<file path="config.mk">
export PLATFORM = sky130hd
export DESIGN_NAME = sbs_snoop_ctrl
export DESIGN_NICKNAME = d
export VERILOG_FILES = /design/src/design/sbs_snoop_ctrl.v
export VERILOG_INCLUDE_DIRS = /design/src /design/src/design
export SDC_FILE = /design/constraint.sdc
export NUM_CORES = 1
export LEC_CHECK = 0
export ABC_AREA = 0
export ABC_CLOCK_PERIOD_IN_PS = 3010
export BUFFER_PORTS_ARGS = -buffer_cell sky130_fd_sc_hd__buf_2
export CORE_ASPECT_RATIO = 0.75
export CORE_MARGIN = 8
export CORE_UTILIZATION = 52
export CTS_CLUSTER_DIAMETER = 40
export DETAILED_ROUTE_END_ITERATION = 12
export PLACE_DENSITY = 0.8
export SLEW_MARGIN = 10
export SYNTH_ARGS = -nofsm -noshare
export SYNTH_HDL_FRONTEND = slang
export SYNTH_SLANG_ARGS = --single-unit
</file>
<file path="constraint.sdc">
create_clock -name clk -period 3.01 [get_ports clk]
set_input_delay 0.4515 -clock clk [delete_from_list [all_inputs] [get_ports clk]]
set_output_delay 0.4515 -clock clk [all_outputs]
set_load 0.02 [all_outputs]
</file>
<file path="src/design/sbs_defines.vh">
`ifndef SBS_DEFINES_VH
`define SBS_DEFINES_VH

// ==========================================================
// snooped transaction codes
`define SBS_CMD_NULL 2'h0
`define SBS_CMD_READ 2'h1
`define SBS_CMD_WRITE 2'h2
`define SBS_CMD_XCHG 2'h3

// ==========================================================
// register byte offsets
`define SBS_OFF_CTRL 8'h00
`define SBS_OFF_STAT 8'h04
`define SBS_OFF_MASK 8'h08
`define SBS_OFF_LOCK 8'h0C
`define SBS_OFF_INFO 8'h10

// ==========================================================
// field positions
`define SBS_CTRL_IO_COND 0
`define SBS_ERR_SBUS 0
`define SBS_ERR_DTAG 1
`define SBS_ERR_TAG 2
`define SBS_ERR_EDC 3
`define SBS_ERR_W 4
`define SBS_LOCK_VALID 31

// ==========================================================
// reset values
`define SBS_CTRL_RST 32'h0000_0000
`define SBS_ERR_RST 4'h0
`define SBS_MASK_RST 4'h0

`endif

</file>
<file path="src/design/sbs_snoop_ctrl.v">
`timescale 1ns/100ps
`include "sbs_defines.vh"

module sbs_snoop_ctrl #(
	parameter ADDR_W = 27
) (
	input wire clk,
	input wire rst_n,
	input wire wb_cyc_i,
	input wire wb_stb_i,
	input wire wb_we_i,
	input wire [7:0] wb_adr_i,
	input wire [3:0] wb_sel_i,
	input wire [31:0] wb_dat_i,
	output reg [31:0] wb_dat_o,
	output reg wb_ack_o,
	input wire snp_start,
	input wire [1:0] snp_cmd,
	input wire [ADDR_W-1:0] snp_addr,
	input wire [ADDR_W-1:0] snp_xwr_addr,
	input wire snp_par,
	input wire snp_io_cmdr,
	input wire in_arb,
	input wire bc_gnt,
	input wire probe_done,
	input wire probe_hit,
	input wire probe_dirty,
	input wire probe_shared,
	input wire probe_perr,
	input wire dtag_hit,
	input wire dtag_perr,
	input wire data_done,
	input wire data_edc_err,
	input wire lock_set,
	input wire [ADDR_W-1:0] lock_set_addr,
	output reg bc_req_q,
	output reg probe_req_q,
	output reg [ADDR_W-1:0] probe_addr_q,
	output reg rsp_valid_q,
	output reg rsp_shared_q,
	output reg rsp_dirty_q,
	output reg data_supply_q,
	output reg tag_wr_q,
	output reg tag_wr_valid_q,
	output reg tag_wr_dirty_q,
	output reg tag_wr_shared_q,
	output reg tag_upd_data_q,
	output reg snp_done_q,
	output reg mchk_q,
	output reg irq_q
);

	// ==========================================================
	// states
	localparam ST_IDLE = 3'd0;
	localparam ST_OWN = 3'd1;
	localparam ST_PROBE = 3'd2;
	localparam ST_ACT = 3'd3;
	localparam ST_DATA = 3'd4;

	reg [2:0] st_q;
	reg [1:0] cmd_q;
	reg [ADDR_W-1:0] xwr_q;
	reg io_q;
	reg arb_q;
	reg hit_q;
	reg dirty_q;
	reg shared_q;
	reg dtag_hit_q;
	reg io_cond_q;
	reg [`SBS_ERR_W-1:0] err_q;
	reg [`SBS_ERR_W-1:0] mask_q;
	reg lock_valid_q;
	reg [ADDR_W-1:0] lock_addr_q;
	reg [15:0] snoop_cnt_q;
	reg [`SBS_ERR_W-1:0] err_set;
	reg lock_clr;
	reg [31:0] rd_data;

	wire bus_req = wb_cyc_i & wb_stb_i & ~wb_ack_o;
	wire bus_wr = bus_req & wb_we_i;
	wire par_bad = ^{snp_cmd, snp_addr, snp_xwr_addr, snp_par};

	function lock_match;
		input [ADDR_W-1:0] a;
		begin
			lock_match = lock_valid_q & (a == lock_addr_q);
		end
	endfunction

	function reg_hit;
		input [7:0] off;
		begin
			reg_hit = bus_req & (wb_adr_i == off);
		end
	endfunction

	// ==========================================================
	// snoop sequencer
	// probe address latched at start holds the read address of an exchange
	wire wr_update = io_cond_q ? dtag_hit_q : (dtag_hit_q | io_q | arb_q);

	always @(posedge clk)
	begin
		if (!rst_n)
		begin
			st_q <= ST_IDLE;
			cmd_q <= `SBS_CMD_NULL;
			xwr_q <= {ADDR_W{1'b0}};
			io_q <= 1'b0;
			arb_q <= 1'b0;
			hit_q <= 1'b0;
			dirty_q <= 1'b0;
			shared_q <= 1'b0;
			dtag_hit_q <= 1'b0;
			bc_req_q <= 1'b0;
			probe_req_q <= 1'b0;
			probe_addr_q <= {ADDR_W{1'b0}};
			rsp_valid_q <= 1'b0;
			rsp_shared_q <= 1'b0;
			rsp_dirty_q <= 1'b0;
			data_supply_q <= 1'b0;
			tag_wr_q <= 1'b0;
			tag_wr_valid_q <= 1'b0;
			tag_wr_dirty_q <= 1'b0;
			tag_wr_shared_q <= 1'b0;
			tag_upd_data_q <= 1'b0;
			snp_done_q <= 1'b0;
			snoop_cnt_q <= 16'h0000;
		end
		else
		begin
			probe_req_q <= 1'b0;
			rsp_valid_q <= 1'b0;
			rsp_shared_q <= 1'b0;
			rsp_dirty_q <= 1'b0;
			tag_wr_q <= 1'b0;
			tag_upd_data_q <= 1'b0;
			snp_done_q <= 1'b0;
			case (st_q)
				ST_IDLE:
				begin
					if (snp_start)
					begin
						cmd_q <= snp_cmd;
						probe_addr_q <= snp_addr;
						xwr_q <= snp_xwr_addr;
						io_q <= snp_io_cmdr;
						arb_q <= in_arb;
						snoop_cnt_q <= snoop_cnt_q + 16'h0001;
						if (snp_cmd == `SBS_CMD_NULL)
							snp_done_q <= 1'b1;
						else
						begin
							bc_req_q <= 1'b1;
							st_q <= ST_OWN;
						end
					end
				end
				ST_OWN:
				begin
					if (bc_gnt)
					begin
						probe_req_q <= 1'b1;
						st_q <= ST_PROBE;
					end
				end
				ST_PROBE:
				begin
					if (probe_done)
					begin
						hit_q <= probe_hit;
						dirty_q <= probe_dirty;
						shared_q <= probe_shared;
						dtag_hit_q <= dtag_hit;
						st_q <= ST_ACT;
					end
				end
				ST_ACT:
				begin
					rsp_valid_q <= 1'b1;
					st_q <= ST_IDLE;
					case (cmd_q)
						`SBS_CMD_READ:
						begin
							if (hit_q)
							begin
								rsp_shared_q <= 1'b1;
								rsp_dirty_q <= dirty_q;
								tag_wr_q <= ~shared_q;
								tag_wr_valid_q <= 1'b1;
								tag_wr_dirty_q <= dirty_q;
								tag_wr_shared_q <= 1'b1;
							end
							else
								rsp_shared_q <= lock_match(probe_addr_q);
						end
						`SBS_CMD_WRITE:
						begin
							if (hit_q)
							begin
								tag_wr_q <= 1'b1;
								tag_wr_dirty_q <= 1'b0;
								if (wr_update)
								begin
									tag_wr_valid_q <= 1'b1;
									tag_wr_shared_q <= shared_q;
									tag_upd_data_q <= 1'b1;
									rsp_shared_q <= 1'b1;
								end
								else
								begin
									tag_wr_valid_q <= 1'b0;
									tag_wr_shared_q <= 1'b0;
								end
							end
						end
						default:
						begin
							// exchange
							if (hit_q)
							begin
								rsp_shared_q <= 1'b1;
								rsp_dirty_q <= dirty_q;
							end
							else
								rsp_shared_q <= lock_match(probe_addr_q);
						end
					endcase
					if ((cmd_q != `SBS_CMD_WRITE) && hit_q && dirty_q)
					begin
						data_supply_q <= 1'b1;
						st_q <= ST_DATA;
					end
					else
					begin
						bc_req_q <= 1'b0;
						snp_done_q <= 1'b1;
					end
				end
				ST_DATA:
				begin
					if (data_done)
					begin
						data_supply_q <= 1'b0;
						bc_req_q <= 1'b0;
						snp_done_q <= 1'b1;
						st_q <= ST_IDLE;
					end
				end
				default:
				begin
					st_q <= ST_IDLE;
					bc_req_q <= 1'b0;
					data_supply_q <= 1'b0;
				end
			endcase
		end
	end

	// ==========================================================
	// lock clear and error detection
	always @*
	begin
		lock_clr = 1'b0;
		err_set = {`SBS_ERR_W{1'b0}};
		if (st_q == ST_ACT)
		begin
			if (cmd_q == `SBS_CMD_WRITE)
				lock_clr = lock_match(probe_addr_q);
			else if ((cmd_q == `SBS_CMD_XCHG) && !hit_q)
				lock_clr = lock_match(xwr_q);
		end
		if ((st_q == ST_IDLE) && snp_start)
			err_set[`SBS_ERR_SBUS] = par_bad;
		if ((st_q == ST_PROBE) && probe_done)
		begin
			err_set[`SBS_ERR_TAG] = probe_perr;
			err_set[`SBS_ERR_DTAG] = dtag_perr & (cmd_q == `SBS_CMD_WRITE);
		end
		if ((st_q == ST_DATA) && data_done)
			err_set[`SBS_ERR_EDC] = data_edc_err;
	end

	// ==========================================================
	// register file, wishbone slave with a registered one-cycle ack, raised one clock after the strobe
	always @*
	begin
		rd_data = 32'h0000_0000;
		case (wb_adr_i)
			`SBS_OFF_CTRL: rd_data[`SBS_CTRL_IO_COND] = io_cond_q;
			`SBS_OFF_STAT: rd_data[`SBS_ERR_W-1:0] = err_q;
			`SBS_OFF_MASK: rd_data[`SBS_ERR_W-1:0] = mask_q;
			`SBS_OFF_LOCK:
			begin
				rd_data[`SBS_LOCK_VALID] = lock_valid_q;
				rd_data[ADDR_W-1:0] = lock_addr_q;
			end
			`SBS_OFF_INFO:
			begin
				rd_data[15:0] = snoop_cnt_q;
				rd_data[18:16] = st_q;
			end
			default: rd_data = 32'h0000_0000;
		endcase
	end

	always @(posedge clk)
	begin
		if (!rst_n)
		begin
			wb_ack_o <= 1'b0;
			wb_dat_o <= 32'h0000_0000;
			io_cond_q <= 1'b0;
			err_q <= `SBS_ERR_RST;
			mask_q <= `SBS_MASK_RST;
			lock_valid_q <= 1'b0;
			lock_addr_q <= {ADDR_W{1'b0}};
			mchk_q <= 1'b0;
			irq_q <= 1'b0;
		end
		else
		begin
			wb_ack_o <= bus_req;
			wb_dat_o <= bus_req ? rd_data : 32'h0000_0000;
			if (reg_hit(`SBS_OFF_CTRL) && wb_we_i && wb_sel_i[0])
				io_cond_q <= wb_dat_i[`SBS_CTRL_IO_COND];
			if (reg_hit(`SBS_OFF_MASK) && wb_we_i && wb_sel_i[0])
				mask_q <= wb_dat_i[`SBS_ERR_W-1:0];
			// a new error in the clearing cycle survives the clear
			if (reg_hit(`SBS_OFF_STAT) && wb_we_i && wb_sel_i[0])
				err_q <= (err_q & ~wb_dat_i[`SBS_ERR_W-1:0]) | err_set;
			else
				err_q <= err_q | err_set;
			mchk_q <= |err_set;
			irq_q <= |((err_q | err_set) & mask_q);
			// snoop clear beats a same-cycle set so a stale lock never survives
			if (lock_clr)
				lock_valid_q <= 1'b0;
			else if (lock_set)
			begin
				lock_valid_q <= 1'b1;
				lock_addr_q <= lock_set_addr;
			end
			else if (bus_wr && (wb_adr_i == `SBS_OFF_LOCK) && (wb_sel_i == 4'hF))
			begin
				lock_valid_q <= wb_dat_i[`SBS_LOCK_VALID];
				lock_addr_q <= wb_dat_i[ADDR_W-1:0];
			end
		end
	end

endmodule // sbs_snoop_ctrl

</file>
==> flow_summary_export.csv, run 1 <==
group,metric,value,unit
cells_and_area,fin_util,0.656,
route,drt-met1-wl,10500,um
timing,period_minus_slack,2.83,ns
timing,fin_crit_sh,0.940,
power,power.internal,3.90,mW
timing,fmax,0.353,GHz
route,wl_met3,2240,um
power,swShare,0.284,
synth,synth-seq-cells,161,
floorplan,dieHeight,121,um
timing,tightest_slew,1.23,ns
clock_network,cts_resized,0,
floorplan,io_pins,221,
global_routing,grt_usage,0.238,
route,vias_per_cell,5.39,
synth,synth-compound-area-share,0.165,
cells_and_area,syn_to_final_growth,23.4,%
worst_hold_path,holdCritPathClass,"input pin to register",
power,seqPwrFrac,0.432,
power,powerDensity,574,mW/mm2
power,power.leakage,3.95,nW
setup_path,cp.arrival,3.14,ns
job,maxCapViolations,0,
cells_and_area,drive_gt1_frac,0.267,
placement,routabilityCongestion,0.895,
outcome,status,"complete, no violations",
global_routing,grt_overflow_total,0,
timing,setup_tns,0,ns
route,drc_errors,0,
synth,synth_ff_type,"dfxtp_1",
timing,final_max_slew_viol_count,0,
synth,yosys.area_share.simple,0.204,
power,power_frac_comb,0.182,
setup_path,worstSetupPathType,"register to register",
timing,rsz0062_at_grt,"no",
setup_path,start_kind,"register",
setup_path,crit_path_max_fanout,27,
synth,ys_async_sr_fraction,0,
floorplan,die_area,0.0190,mm2
global_routing,grt_max_degree,61,
synth,netlist_area,0.00769,mm2
power,pwr-share-clk,0.385,
synth,synth_warnings,0,
global_routing,antenna_found_initial,0,
cells_and_area,n_antenna_cell,0,
route,vias,6828,
global_routing,grt_pass1_vias,6539,
power,vdd_ir_drop_max,459,uV
setup_path,cp.required,3.32,ns
synth,synth_cell_types,49,
route,wl_met2,9990,um
route,dr.pass1.iters,5,
synth,yosys.area_share.adder,0.00651,
clock_network,clockRootBuffer,"clkbuf_16",
route,drt_iter0_markers,589,
route,drtAntennaViolNets,0,
route,wirelength,23200,um
cells_and_area,nNetsFinal,1205,
route,top_layer,"met4",
setup_path,worst_setup_path_end_kind,"register",
synth,synth_edf_count,0,
floorplan,die-width,156,um
clock_network,post_cts_buffers,0,
placement,port_buffers,212,
placement,dp_hpwl,17600,um
clock_network,cts_sinks,161,
clock_network,clock_latency,0.42,ns
power,power.switching,1.55,mW
timing,setup_viol,0,
synth,synth_mux_area_frac,0.0190,
synth,synth_xor_area_frac,0.145,
clock_network,clk_pin_slew,0.06,ns
synth,syn_area_per_cell,8.98,um2
timing,hold_violations,0,
clock_network,cts-buffers-inserted,17,
synth,netlist_instances,856,
floorplan,start_util,0.532,
synth,synth_top_family_by_area,"simple AND/OR/NAND/NOR gates",
timing,slew_headroom,0.181,
route,wire_per_inst,18.3,um
clock_network,h-tree-depth,4,
floorplan,rows,38,
timing,skew,0.00876,ns
floorplan,core-area,0.0145,mm2
global_routing,grt_pass1_wl,35400,um
clock_network,clock_path_buffers,2,
clock_network,hold_buffers,0,
clock_network,tritoncts,"yes",
synth,ys_seq_area_frac,0.419,
==> Yosys cell counts (all sizes together) (6+ instances only) <==
| library cell | number | area share |
|---|---|---|
| mux2i | 9 | 0.012 |
| nor2b | 43 | 0.035 |
| a21boi | 65 | 0.063 |
| buf | 18 | 0.018 |
| clkbuf | 40 | 0.020 |
| and2 | 28 | 0.023 |
| o221a | 27 | 0.040 |
| xnor2 | 107 | 0.12 |
| inv | 6 | 0.0029 |
| dfxtp | 161 | 0.42 |
| nand2 | 146 | 0.071 |
| nand3 | 11 | 0.0072 |
| nor2 | 49 | 0.024 |
| a21oi | 32 | 0.021 |
| o21ai | 6 | 0.0039 |
| a22o | 16 | 0.019 |
| and3 | 7 | 0.0057 |
| xor2 | 10 | 0.011 |
| nand4 | 18 | 0.015 |
| nor3 | 13 | 0.0099 |
==> layout make-up <==
cell class	instances	area, um2
fillers	1233	4970
multi-input cells	634	4180
flip-flops and latches	161	3220
repair buffers	234	1240
clock buffers	19	443
well taps	200	250
clock inverters	12	126
inverters	6	22.5
==> path summary, 6_finish.rpt <==
kind              startpoint              end  slack, ns  depth (start not counted)
min reg2reg         xwr_q[7]         xwr_q[7]       0.48                          2
min                probe_hit            hit_q       0.29                          3
max          lock_addr_q[16]  lock_addr_q[10]       0.18                          8
max reg2reg  lock_addr_q[16]  lock_addr_q[10]       0.18                          8
==> kinds of logic (layout without fill, tap and decap cells) <==
group	after synthesis	in the layout
xor+xnor	121	121
fa+ha+maj	4	4
compound gates	162	162
simple gates	329	329
flops	161	161
other cells	1	4
buf+inv	64	271
mux	14	14
==> per-layer routing <==
layer  vias to the layer above  global-route usage
met5                         -                   0
met2                       301               0.353
li1                       3303                   -
met1                      3189               0.332
met3                        35              0.0580
met4                         0              0.0784
==> placed cells by master (no fill, tap or decap), types with 5 or more instances in the layout <==
| cell | synthesis | final |
|---|---|---|
| xor2_1 | 10 | 10 |
| xnor2_1 | 107 | 107 |
| o21ai_0 | 6 | 6 |
| nor2_1 | 48 | 48 |
| buf_2 | 5 | 212 |
| nor3_1 | 12 | 10 |
| dfxtp_1 | 161 | 161 |
| mux2i_1 | 9 | 9 |
| o221a_2 | 7 | 7 |
| nand4_1 | 18 | 18 |
| mux2_2 | 5 | 5 |
| nor2b_1 | 43 | 43 |
| o221a_1 | 20 | 20 |
| and3_1 | 7 | 7 |
| a21oi_1 | 32 | 32 |
| clkbuf_16 | 0 | 17 |
| a22o_1 | 14 | 14 |
| inv_1 | 6 | 6 |
| and2_1 | 28 | 28 |
| nand3_1 | 11 | 11 |
| a21boi_0 | 65 | 65 |
| buf_4 | 7 | 21 |
| nand2_1 | 146 | 145 |
==> metrics by stage <==
step / setup slack [ns] / power [mW] / instance area, um2 / cells / hold WS [ns]
finish: 0.180 / 5.44 / 9490 / 1266 / 0.294
global route: 0.0319 / 5.64 / 9490 / 1266 / 0.300
CTS: 0.140 / 5.44 / 9480 / 1266 / 0.289
detailed placement: 0.168 / 3.38 / 8910 / 1235 / 0.469
global placement: 0.245 / 3.36 / 8910 / 1235 / 0.454
floorplan: 0.605 / 3.02 / 7700 / 859 / 0.443
==> critical path, cell delays in order (launching register included) <==
cell and delay [ns]:
dfxtp_1 0.48, xnor2_1 0.17, nand4_1 0.12, or4_1 0.56, nor4_4 0.41, a22oi_2 0.12, nor3_4 0.21, nor2_2 0.27
o221a_2 0.35
==> power by group through the flow <==
stage	logic [mW]	clock network (mW)	registers, mW
after floorplan	0.624	0	2.39
after global placement	0.963	0	2.39
after detailed placement	0.979	0	2.40
after CTS	0.988	2.11	2.35
after global routing	1.08	2.20	2.36
final	0.993	2.10	2.35
==> state kept, by name, summed over array words and instances, names as in the netlist, 2 cells and up <==
signal	count
wb_dat_o	28
lock_addr_q	27
probe_addr_q	27
xwr_q	27
snoop_cnt_q	16
err_q	4
mask_q	4
st_q	3
cmd_q	2
Power figures use the tool's default switching activity.
==> run 2: changes to the inputs <==
--- a/config.mk
+++ b/config.mk
@@ -6,15 +6,15 @@
 export SDC_FILE = /design/constraint.sdc
 export NUM_CORES = 1
 export LEC_CHECK = 0
-export ABC_AREA = 0
+export ABC_AREA = 1
 export ABC_CLOCK_PERIOD_IN_PS = 3010
 export BUFFER_PORTS_ARGS = -buffer_cell sky130_fd_sc_hd__buf_2
 export CORE_ASPECT_RATIO = 0.75
 export CORE_MARGIN = 8
-export CORE_UTILIZATION = 52
+export CORE_UTILIZATION = 54
 export CTS_CLUSTER_DIAMETER = 40
 export DETAILED_ROUTE_END_ITERATION = 12
-export PLACE_DENSITY = 0.8
+export PLACE_DENSITY = 0.81
 export SLEW_MARGIN = 10
 export SYNTH_ARGS = -nofsm -noshare
 export SYNTH_HDL_FRONTEND = slang
==> run 2 against run 1 <==
Sequential power up 5%. Largest power group unchanged. Highest routed layer is now met5. Fmax up 23%. Critical path type unchanged. Critical endpoint is now lock_addr_q[11]. Die area up 6.0%. Combinational power up 29%. First-iteration DRC count up 25%.
==> flow_summary_export.csv, run 2 <==
group,metric,value,unit
outcome,status,"complete, no violations",
worst_hold_path,min_from,"wb_dat_i[3]",
worst_hold_path,holdCritPathClass,"input pin to register",
global_routing,grt_pass1_vias,8546,
timing,period_minus_slack,2.29,ns
route,drc_errors,0,
power,power.internal,3.99,mW
global_routing,grt_pass1_wl,42300,um
floorplan,core-area,0.0153,mm2
placement,routabilityCongestion,0.889,
timing,tightest_slew,0.789,ns
power,swShare,0.313,
timing,final_max_slew_viol_count,0,
setup_path,worstSetupPathType,"register to register",
setup_path,r2r_slack,0.72,ns
clock_network,clock_latency,0.43,ns
timing,fin_crit_sh,0.762,
floorplan,rows,39,
placement,place_area,0.00973,mm2
synth,synth_edf_count,0,
route,dr.pass1.iters,5,
clock_network,post_cts_buffers,0,
placement,place_inst,1687,
global_routing,antenna_found_initial,3,
cells_and_area,largest_reg_flops,28,
route,wirelength,26500,um
global_routing,grt_max_degree,74,
floorplan,die-width,161,um
setup_path,start_kind,"register",
power,power.leakage,5.20,nW
clock_network,cts_sinks,161,
route,drtAntennaViolNets,0,
job,maxCapViolations,0,
floorplan,start_util,0.557,
timing,setup_tns,0,ns
synth,synth.cells.most_frequent,"477 x nand2_1, 161 x dfxtp_1, 157 x inv_1",
floorplan,dieHeight,125,um
synth,netlist.area_leader.share,0.378,
global_routing,grt_usage,0.258,
cells_and_area,syn_to_final_growth,20.6,%
synth,yosysMostFrequentCell,"nand2_1",
cells_and_area,seqCellArea,0.00322,mm2
clock_network,clock_path_buffers,2,
synth,ys_async_sr_fraction,0,
synth,netlist_area,0.00853,mm2
cells_and_area,n_antenna_cell,0,
route,vias_per_cell,5.35,
clock_network,hold_buffers,0,
synth,ys_seq_area_frac,0.378,
cells_and_area,drive_gt1_frac,0.194,
power,pwr-share-clk,0.353,
cells_and_area,final_common_cell,"nand2_1",
setup_path,r2r_start,"cmd_q[0]",
synth,synth_cell_types,51,
clock_network,clockRootBuffer,"clkbuf_16",
synth,synth_ff_type,"dfxtp_1",
setup_path,crit_path_max_fanout,27,
cells_and_area,fillers,1356,
clock_network,cts-buffers-inserted,17,
timing,hold_ws,0.220,ns
setup_path,worst_setup_path_end_kind,"register",
power,power.switching,1.82,mW
clock_network,cts_resized,0,
power,powerDensity,565,mW/mm2
placement,port_buffers,212,
cells_and_area,nNetsFinal,1652,
route,vias,9185,
setup_path,startpoint,"cmd_q[0]",
synth,synth_area_leader_cell,"dfxtp_1",
clock_network,h-tree-depth,4,
floorplan,die_area,0.0201,mm2
route,wire_per_inst,15.4,um
power,p_total,5.81,mW
cells_and_area,design_area,0.0103,mm2
floorplan,io_pins,221,
timing,slew_headroom,0.473,
cells_and_area,top_register,"wb_dat_o",
timing,fmax,0.436,GHz
synth,netlist_instances,1303,
synth,synth_warnings,0,
global_routing,grt_overflow_total,0,
placement,dp_hpwl,20800,um
timing,hold_violations,0,
timing,rsz0062_at_grt,"no",
setup_path,cp.required,3.36,ns
timing,skew,0.00907,ns
route,drt_iter0_markers,736,
power,seqPwrFrac,0.426,
synth,synth-seq-cells,161,
synth,syn_area_per_cell,6.55,um2
cells_and_area,multi_input_area,0.00447,mm2
synth,synthTopCellsByArea,"dfxtp_1 38%, nand2_1 21%, inv_1 6.9%",
cells_and_area,final_cells,1717,
cells_and_area,final_cell_mix,"477 x nand2_1, 212 x buf_2, 161 x dfxtp_1, 156 x inv_1, 109 x a21oi_1",
timing,setup_viol,0,
power,power_frac_comb,0.221,
clock_network,clk_pin_slew,0.06,ns
setup_path,cp.arrival,2.64,ns
clock_network,tritoncts,"yes",
power,vdd_ir_drop_max,391,uV
-- run 2: cell count changes after synthesis, moves of 43 or more --
cell / delta
nand2_1: +331
nor2b_1: -43
inv_1: +151
a21boi_0: -65
o21ai_0: +75
xnor2_1: -92
a21oi_1: +77
-- run 2: power by group through the flow --
stage	Combinational [mW]	Clock, mW	Sequential [mW]
after floorplan	0.791	0	2.54
after global placement	1.23	0	2.50
after detailed placement	1.27	0	2.51
after CTS	1.28	2.06	2.47
after global routing	1.44	2.15	2.49
final	1.28	2.05	2.47
-- run 2: routing by layer --
layer / vias up / global-route usage / part of all wire
met2: 456 / 0.387 / 0.42
met5: - / 0 / 0.00091
li1: 4561 / - / -
met1: 4123 / 0.350 / 0.44
met3: 41 / 0.0760 / 0.11
met4: 4 / 0.0750 / 0.019
-- run 2: kinds of logic (layout without fill, tap and decap cells) --
group,Yosys count,after routing,synth area share
AOI/OAI and AO/OA,237,237,0.158
xor gates and xnor gates,33,33,0.0339
adders and majority gates,4,4,0.00587
buffers and inverters,214,420,0.0997
DFF,161,161,0.378
other,1,4,0.000440
and+or+nand+nor,653,653,0.324
-- run 2: metrics by stage --
stage               utilization  worst slack (ns)
finish                    0.671             0.716
floorplan                     -              1.07
global route              0.671             0.535
detailed placement        0.635             0.747
CTS                       0.671             0.745
global placement          0.635             0.789
-- run 2: worst paths after layout --
| kind | endpoint | cells after the start |
|---|---|---|
| worst max-delay path | lock_addr_q[11] | 11 |
| worst min-delay path | err_q[3] | 2 |
| worst max register to register | lock_addr_q[11] | 11 |
| worst min register to register | data_supply_q | 2 |
-- run 2: worst max-delay path: stages (launching register included) --
cell     delay, ns
dfxtp_1       0.37
inv_1         0.07
ha_1          0.23
nor3_1        0.25
nand4_1       0.12
nor3_1        0.16
nand3_1       0.10
nand2_1       0.09
nand2_2       0.23
nand2_4       0.36
nand2_1       0.09
a21oi_1       0.16
-- run 2: final cells by class --
class,instances,area share
repair buffers,226,0.113
clock buffers,25,0.0491
well taps,205,0.0249
clock inverters,5,0.00511
multi-input cells,931,0.434
flip-flops and latches,161,0.313
inverters,164,0.0598
==> run 3: changes to the inputs <==
--- a/config.mk
+++ b/config.mk
@@ -7,14 +7,14 @@
 export NUM_CORES = 1
 export LEC_CHECK = 0
 export ABC_AREA = 1
-export ABC_CLOCK_PERIOD_IN_PS = 3010
+export ABC_CLOCK_PERIOD_IN_PS = 1900
 export BUFFER_PORTS_ARGS = -buffer_cell sky130_fd_sc_hd__buf_2
 export CORE_ASPECT_RATIO = 0.75
 export CORE_MARGIN = 8
-export CORE_UTILIZATION = 54
+export CORE_UTILIZATION = 48
 export CTS_CLUSTER_DIAMETER = 40
 export DETAILED_ROUTE_END_ITERATION = 12
-export PLACE_DENSITY = 0.81
+export PLACE_DENSITY = 0.76
 export SLEW_MARGIN = 10
 export SYNTH_ARGS = -nofsm -noshare
 export SYNTH_HDL_FRONTEND = slang
==> constraint.sdc (replaced) <==
create_clock -name clk -period 1.9 [get_ports clk]
set_input_delay 0.285 -clock clk [delete_from_list [all_inputs] [get_ports clk]]
set_output_delay 0.285 -clock clk [all_outputs]
set_load 0.02 [all_outputs]
==> run 3 against run 2 <==
The flow now finishes with violations (negative setup slack). Power rose by 71%. Sequential power up 58%. Cell area rose by 7.8%. First-iteration DRC count rose by 33%. Count of clock-buffer cells in the layout down 7. Sequential share of layout area shrank 2.2 points. Global-route usage decreased by 1.4 points. Hold slack worse by 0.15 ns. Clock power rose by 83%. Die area is 11% higher. Non-clock buffer count increased by 53. Combinational power up 76%.
==> flow_summary_export.csv, run 3 (synthesis results as in run 2) <==
group,metric,value,unit
outcome,status,"complete, but fails checks",
outcome,violations,"negative setup slack",
setup_path,r2r-end,"lock_addr_q[2]",
clock_network,clk_pin_slew,0.07,ns
cells_and_area,top_register,"wb_dat_o",
setup_path,worstSetupPathType,"register to register",
timing,fin_crit_sh,1.01,
cells_and_area,nNetsFinal,1705,
worst_hold_path,whs_endpoint,"err_q[3]",
route,vias,9359,
global_routing,grt_usage,0.244,
route,vias_per_cell,5.17,
clock_network,clock_latency,0.43,ns
floorplan,die_area,0.0223,mm2
floorplan,die-width,170,um
route,drtAntennaViolNets,0,
setup_path,cp.arrival,2.28,ns
cells_and_area,fillers,1617,
clock_network,cts_sinks,161,
clock_network,clock_path_buffers,2,
clock_network,hold_buffers,0,
clock_network,cts-buffers-inserted,17,
cells_and_area,fin_util,0.632,
power,powerDensity,894,mW/mm2
global_routing,grt_pass1_vias,8603,
setup_path,cp_cell_sequence,"buf_6 -> ha_4 -> nand2_2 -> nor3_4 -> nand4_1 -> nor3_2 -> nand3_1 -> nand2_2 -> nand2_4 -> nand2_8 -> clkbuf_16 -> nand2_4 -> a21oi_2",
floorplan,core-area,0.0176,mm2
clock_network,h-tree-depth,4,
floorplan,start_util,0.486,
timing,slew_headroom,0.661,
route,dr.pass1.iters,7,
cells_and_area,largest_reg_flops,28,
timing,hold_violations,0,
timing,tightest_slew,0.506,ns
placement,port_buffers,212,
worst_hold_path,holdCritPathClass,"input pin to register",
setup_path,r2r_slack,-0.02,ns
setup_path,r2r_start,"cmd_q[0]",
timing,skew,0.0111,ns
job,maxCapViolations,0,
power,power.leakage,5.61,nW
timing,final_max_slew_viol_count,0,
setup_path,worst_setup_path_end_kind,"register",
route,drt_iter0_markers,977,
placement,routabilityCongestion,0.946,
floorplan,dieHeight,131,um
setup_path,start_kind,"register",
global_routing,grt_overflow_total,0,
setup_path,rr_worst_depth,13,
power,vdd_ir_drop_max,575,uV
route,wire_per_inst,15.6,um
setup_path,crit_slowest_cell,"dfxtp_2",
setup_path,max_stage_delay,0.36,ns
timing,setup_viol,5,
setup_path,crit_path_max_fanout,5,
global_routing,grt_max_degree,58,
route,drc_errors,0,
route,wirelength,28300,um
timing,fmax,0.521,GHz
floorplan,io_pins,221,
global_routing,grt_pass1_wl,44000,um
cells_and_area,syn_to_final_growth,30.0,%
cells_and_area,drive_gt1_frac,0.248,
timing,rsz0062_at_grt,"yes",
worst_hold_path,hold_depth,2,
global_routing,antenna_found_initial,5,
timing,setup_tns,-0.0472,ns
floorplan,rows,42,
placement,dp_hpwl,21700,um
clock_network,clockRootBuffer,"clkbuf_16",
timing,period_minus_slack,1.92,ns
cells_and_area,final_cell_mix,"464 x nand2_1, 212 x buf_2, 155 x inv_1, 153 x dfxtp_1, 103 x a21oi_1",
timing,hold_ws,0.0715,ns
timing,layout_setup_ws,-0.0181,ns
worst_hold_path,min_from,"wb_dat_i[3]",
setup_path,cp.required,2.26,ns
cells_and_area,final_common_cell,"nand2_1",
clock_network,tritoncts,"yes",
run 3: cell count changes in the layout (fill, tap and decap cells not counted), sizes merged, moves of 2 or more:
cell / previous run / this run
buf: 226 / 277
clkbuf: 25 / 20
inv: 162 / 166
clkinvlp: 1 / 5
clkinv: 5 / 3
bufinv: 1 / 4
run 3: layout make-up:
class / instances / area, um2 / share of cell area
Clock buffer: 18 / 439 / 0.0396
Timing Repair Buffer: 279 / 1660 / 0.150
Clock inverter: 14 / 201 / 0.0182
Multi-Input combinational cell: 931 / 4640 / 0.418
Sequential cell: 161 / 3230 / 0.291
Antenna cell: 1 / 2.50 / 0.000226
Inverter: 164 / 616 / 0.0555
Tap cell: 242 / 303 / 0.0273
run 3: how the worst max path moves through the flow:
stage / endpoint / slack, ns / startpoint / cells past startpoint
floorplan: lock_addr_q[21] / 0.0002 / cmd_q[0] / 13
global placement: lock_addr_q[18] / -0.19 / cmd_q[0] / 12
detailed placement: lock_addr_q[17] / -0.19 / cmd_q[0] / 12
CTS: lock_addr_q[7] / 0.02 / lock_addr_q[6] / 13
global route: lock_addr_q[24] / -0.11 / cmd_q[0] / 13
finish: lock_addr_q[2] / -0.02 / cmd_q[0] / 13
run 3: metrics by stage:
step | setup WS [ns] | instance area (um2) | power [mW] | std cells
CTS | 0.0153 | 10800 | 9.80 | 1802
finish | -0.0181 | 11100 | 9.92 | 1810
floorplan | 0.000153 | 8550 | 5.28 | 1306
detailed placement | -0.194 | 10200 | 6.10 | 1770
global placement | -0.186 | 10200 | 6.04 | 1770
global route | -0.114 | 11100 | 10.3 | 1809
run 3: metal layers:
metal / global-route usage / wire length [um]
met3: 0.0697 / 3020
met1: 0.342 / 12800
met5: 0 / 49
met2: 0.361 / 12100
met4: 0.0559 / 382
run 3: what timing repair did:
item	CTS	global route
gates resized for setup	8	49
gates cloned	0	2
endpoints found under the hold margin	0	0
pin swaps	1	17
setup endpoints to repair	28	31
setup buffers	0	5
run 3: critical path, delay by kind of cell (launching register included):
family / cells / cell delay (ns)
flip-flops: 1 / 0.36
AND/OR/NAND/NOR: 9 / 0.95
AO/OA/AOI/OAI: 1 / 0.14
buffers and inverters: 2 / 0.28
adder cells (fa/ha/maj): 1 / 0.12
run 3: power breakdown:
group | internal, mW | switching (mW)
combinational | 0.836 | 1.41
sequential | 3.66 | 0.255
clock | 2.25 | 1.50
total | 6.75 | 3.17
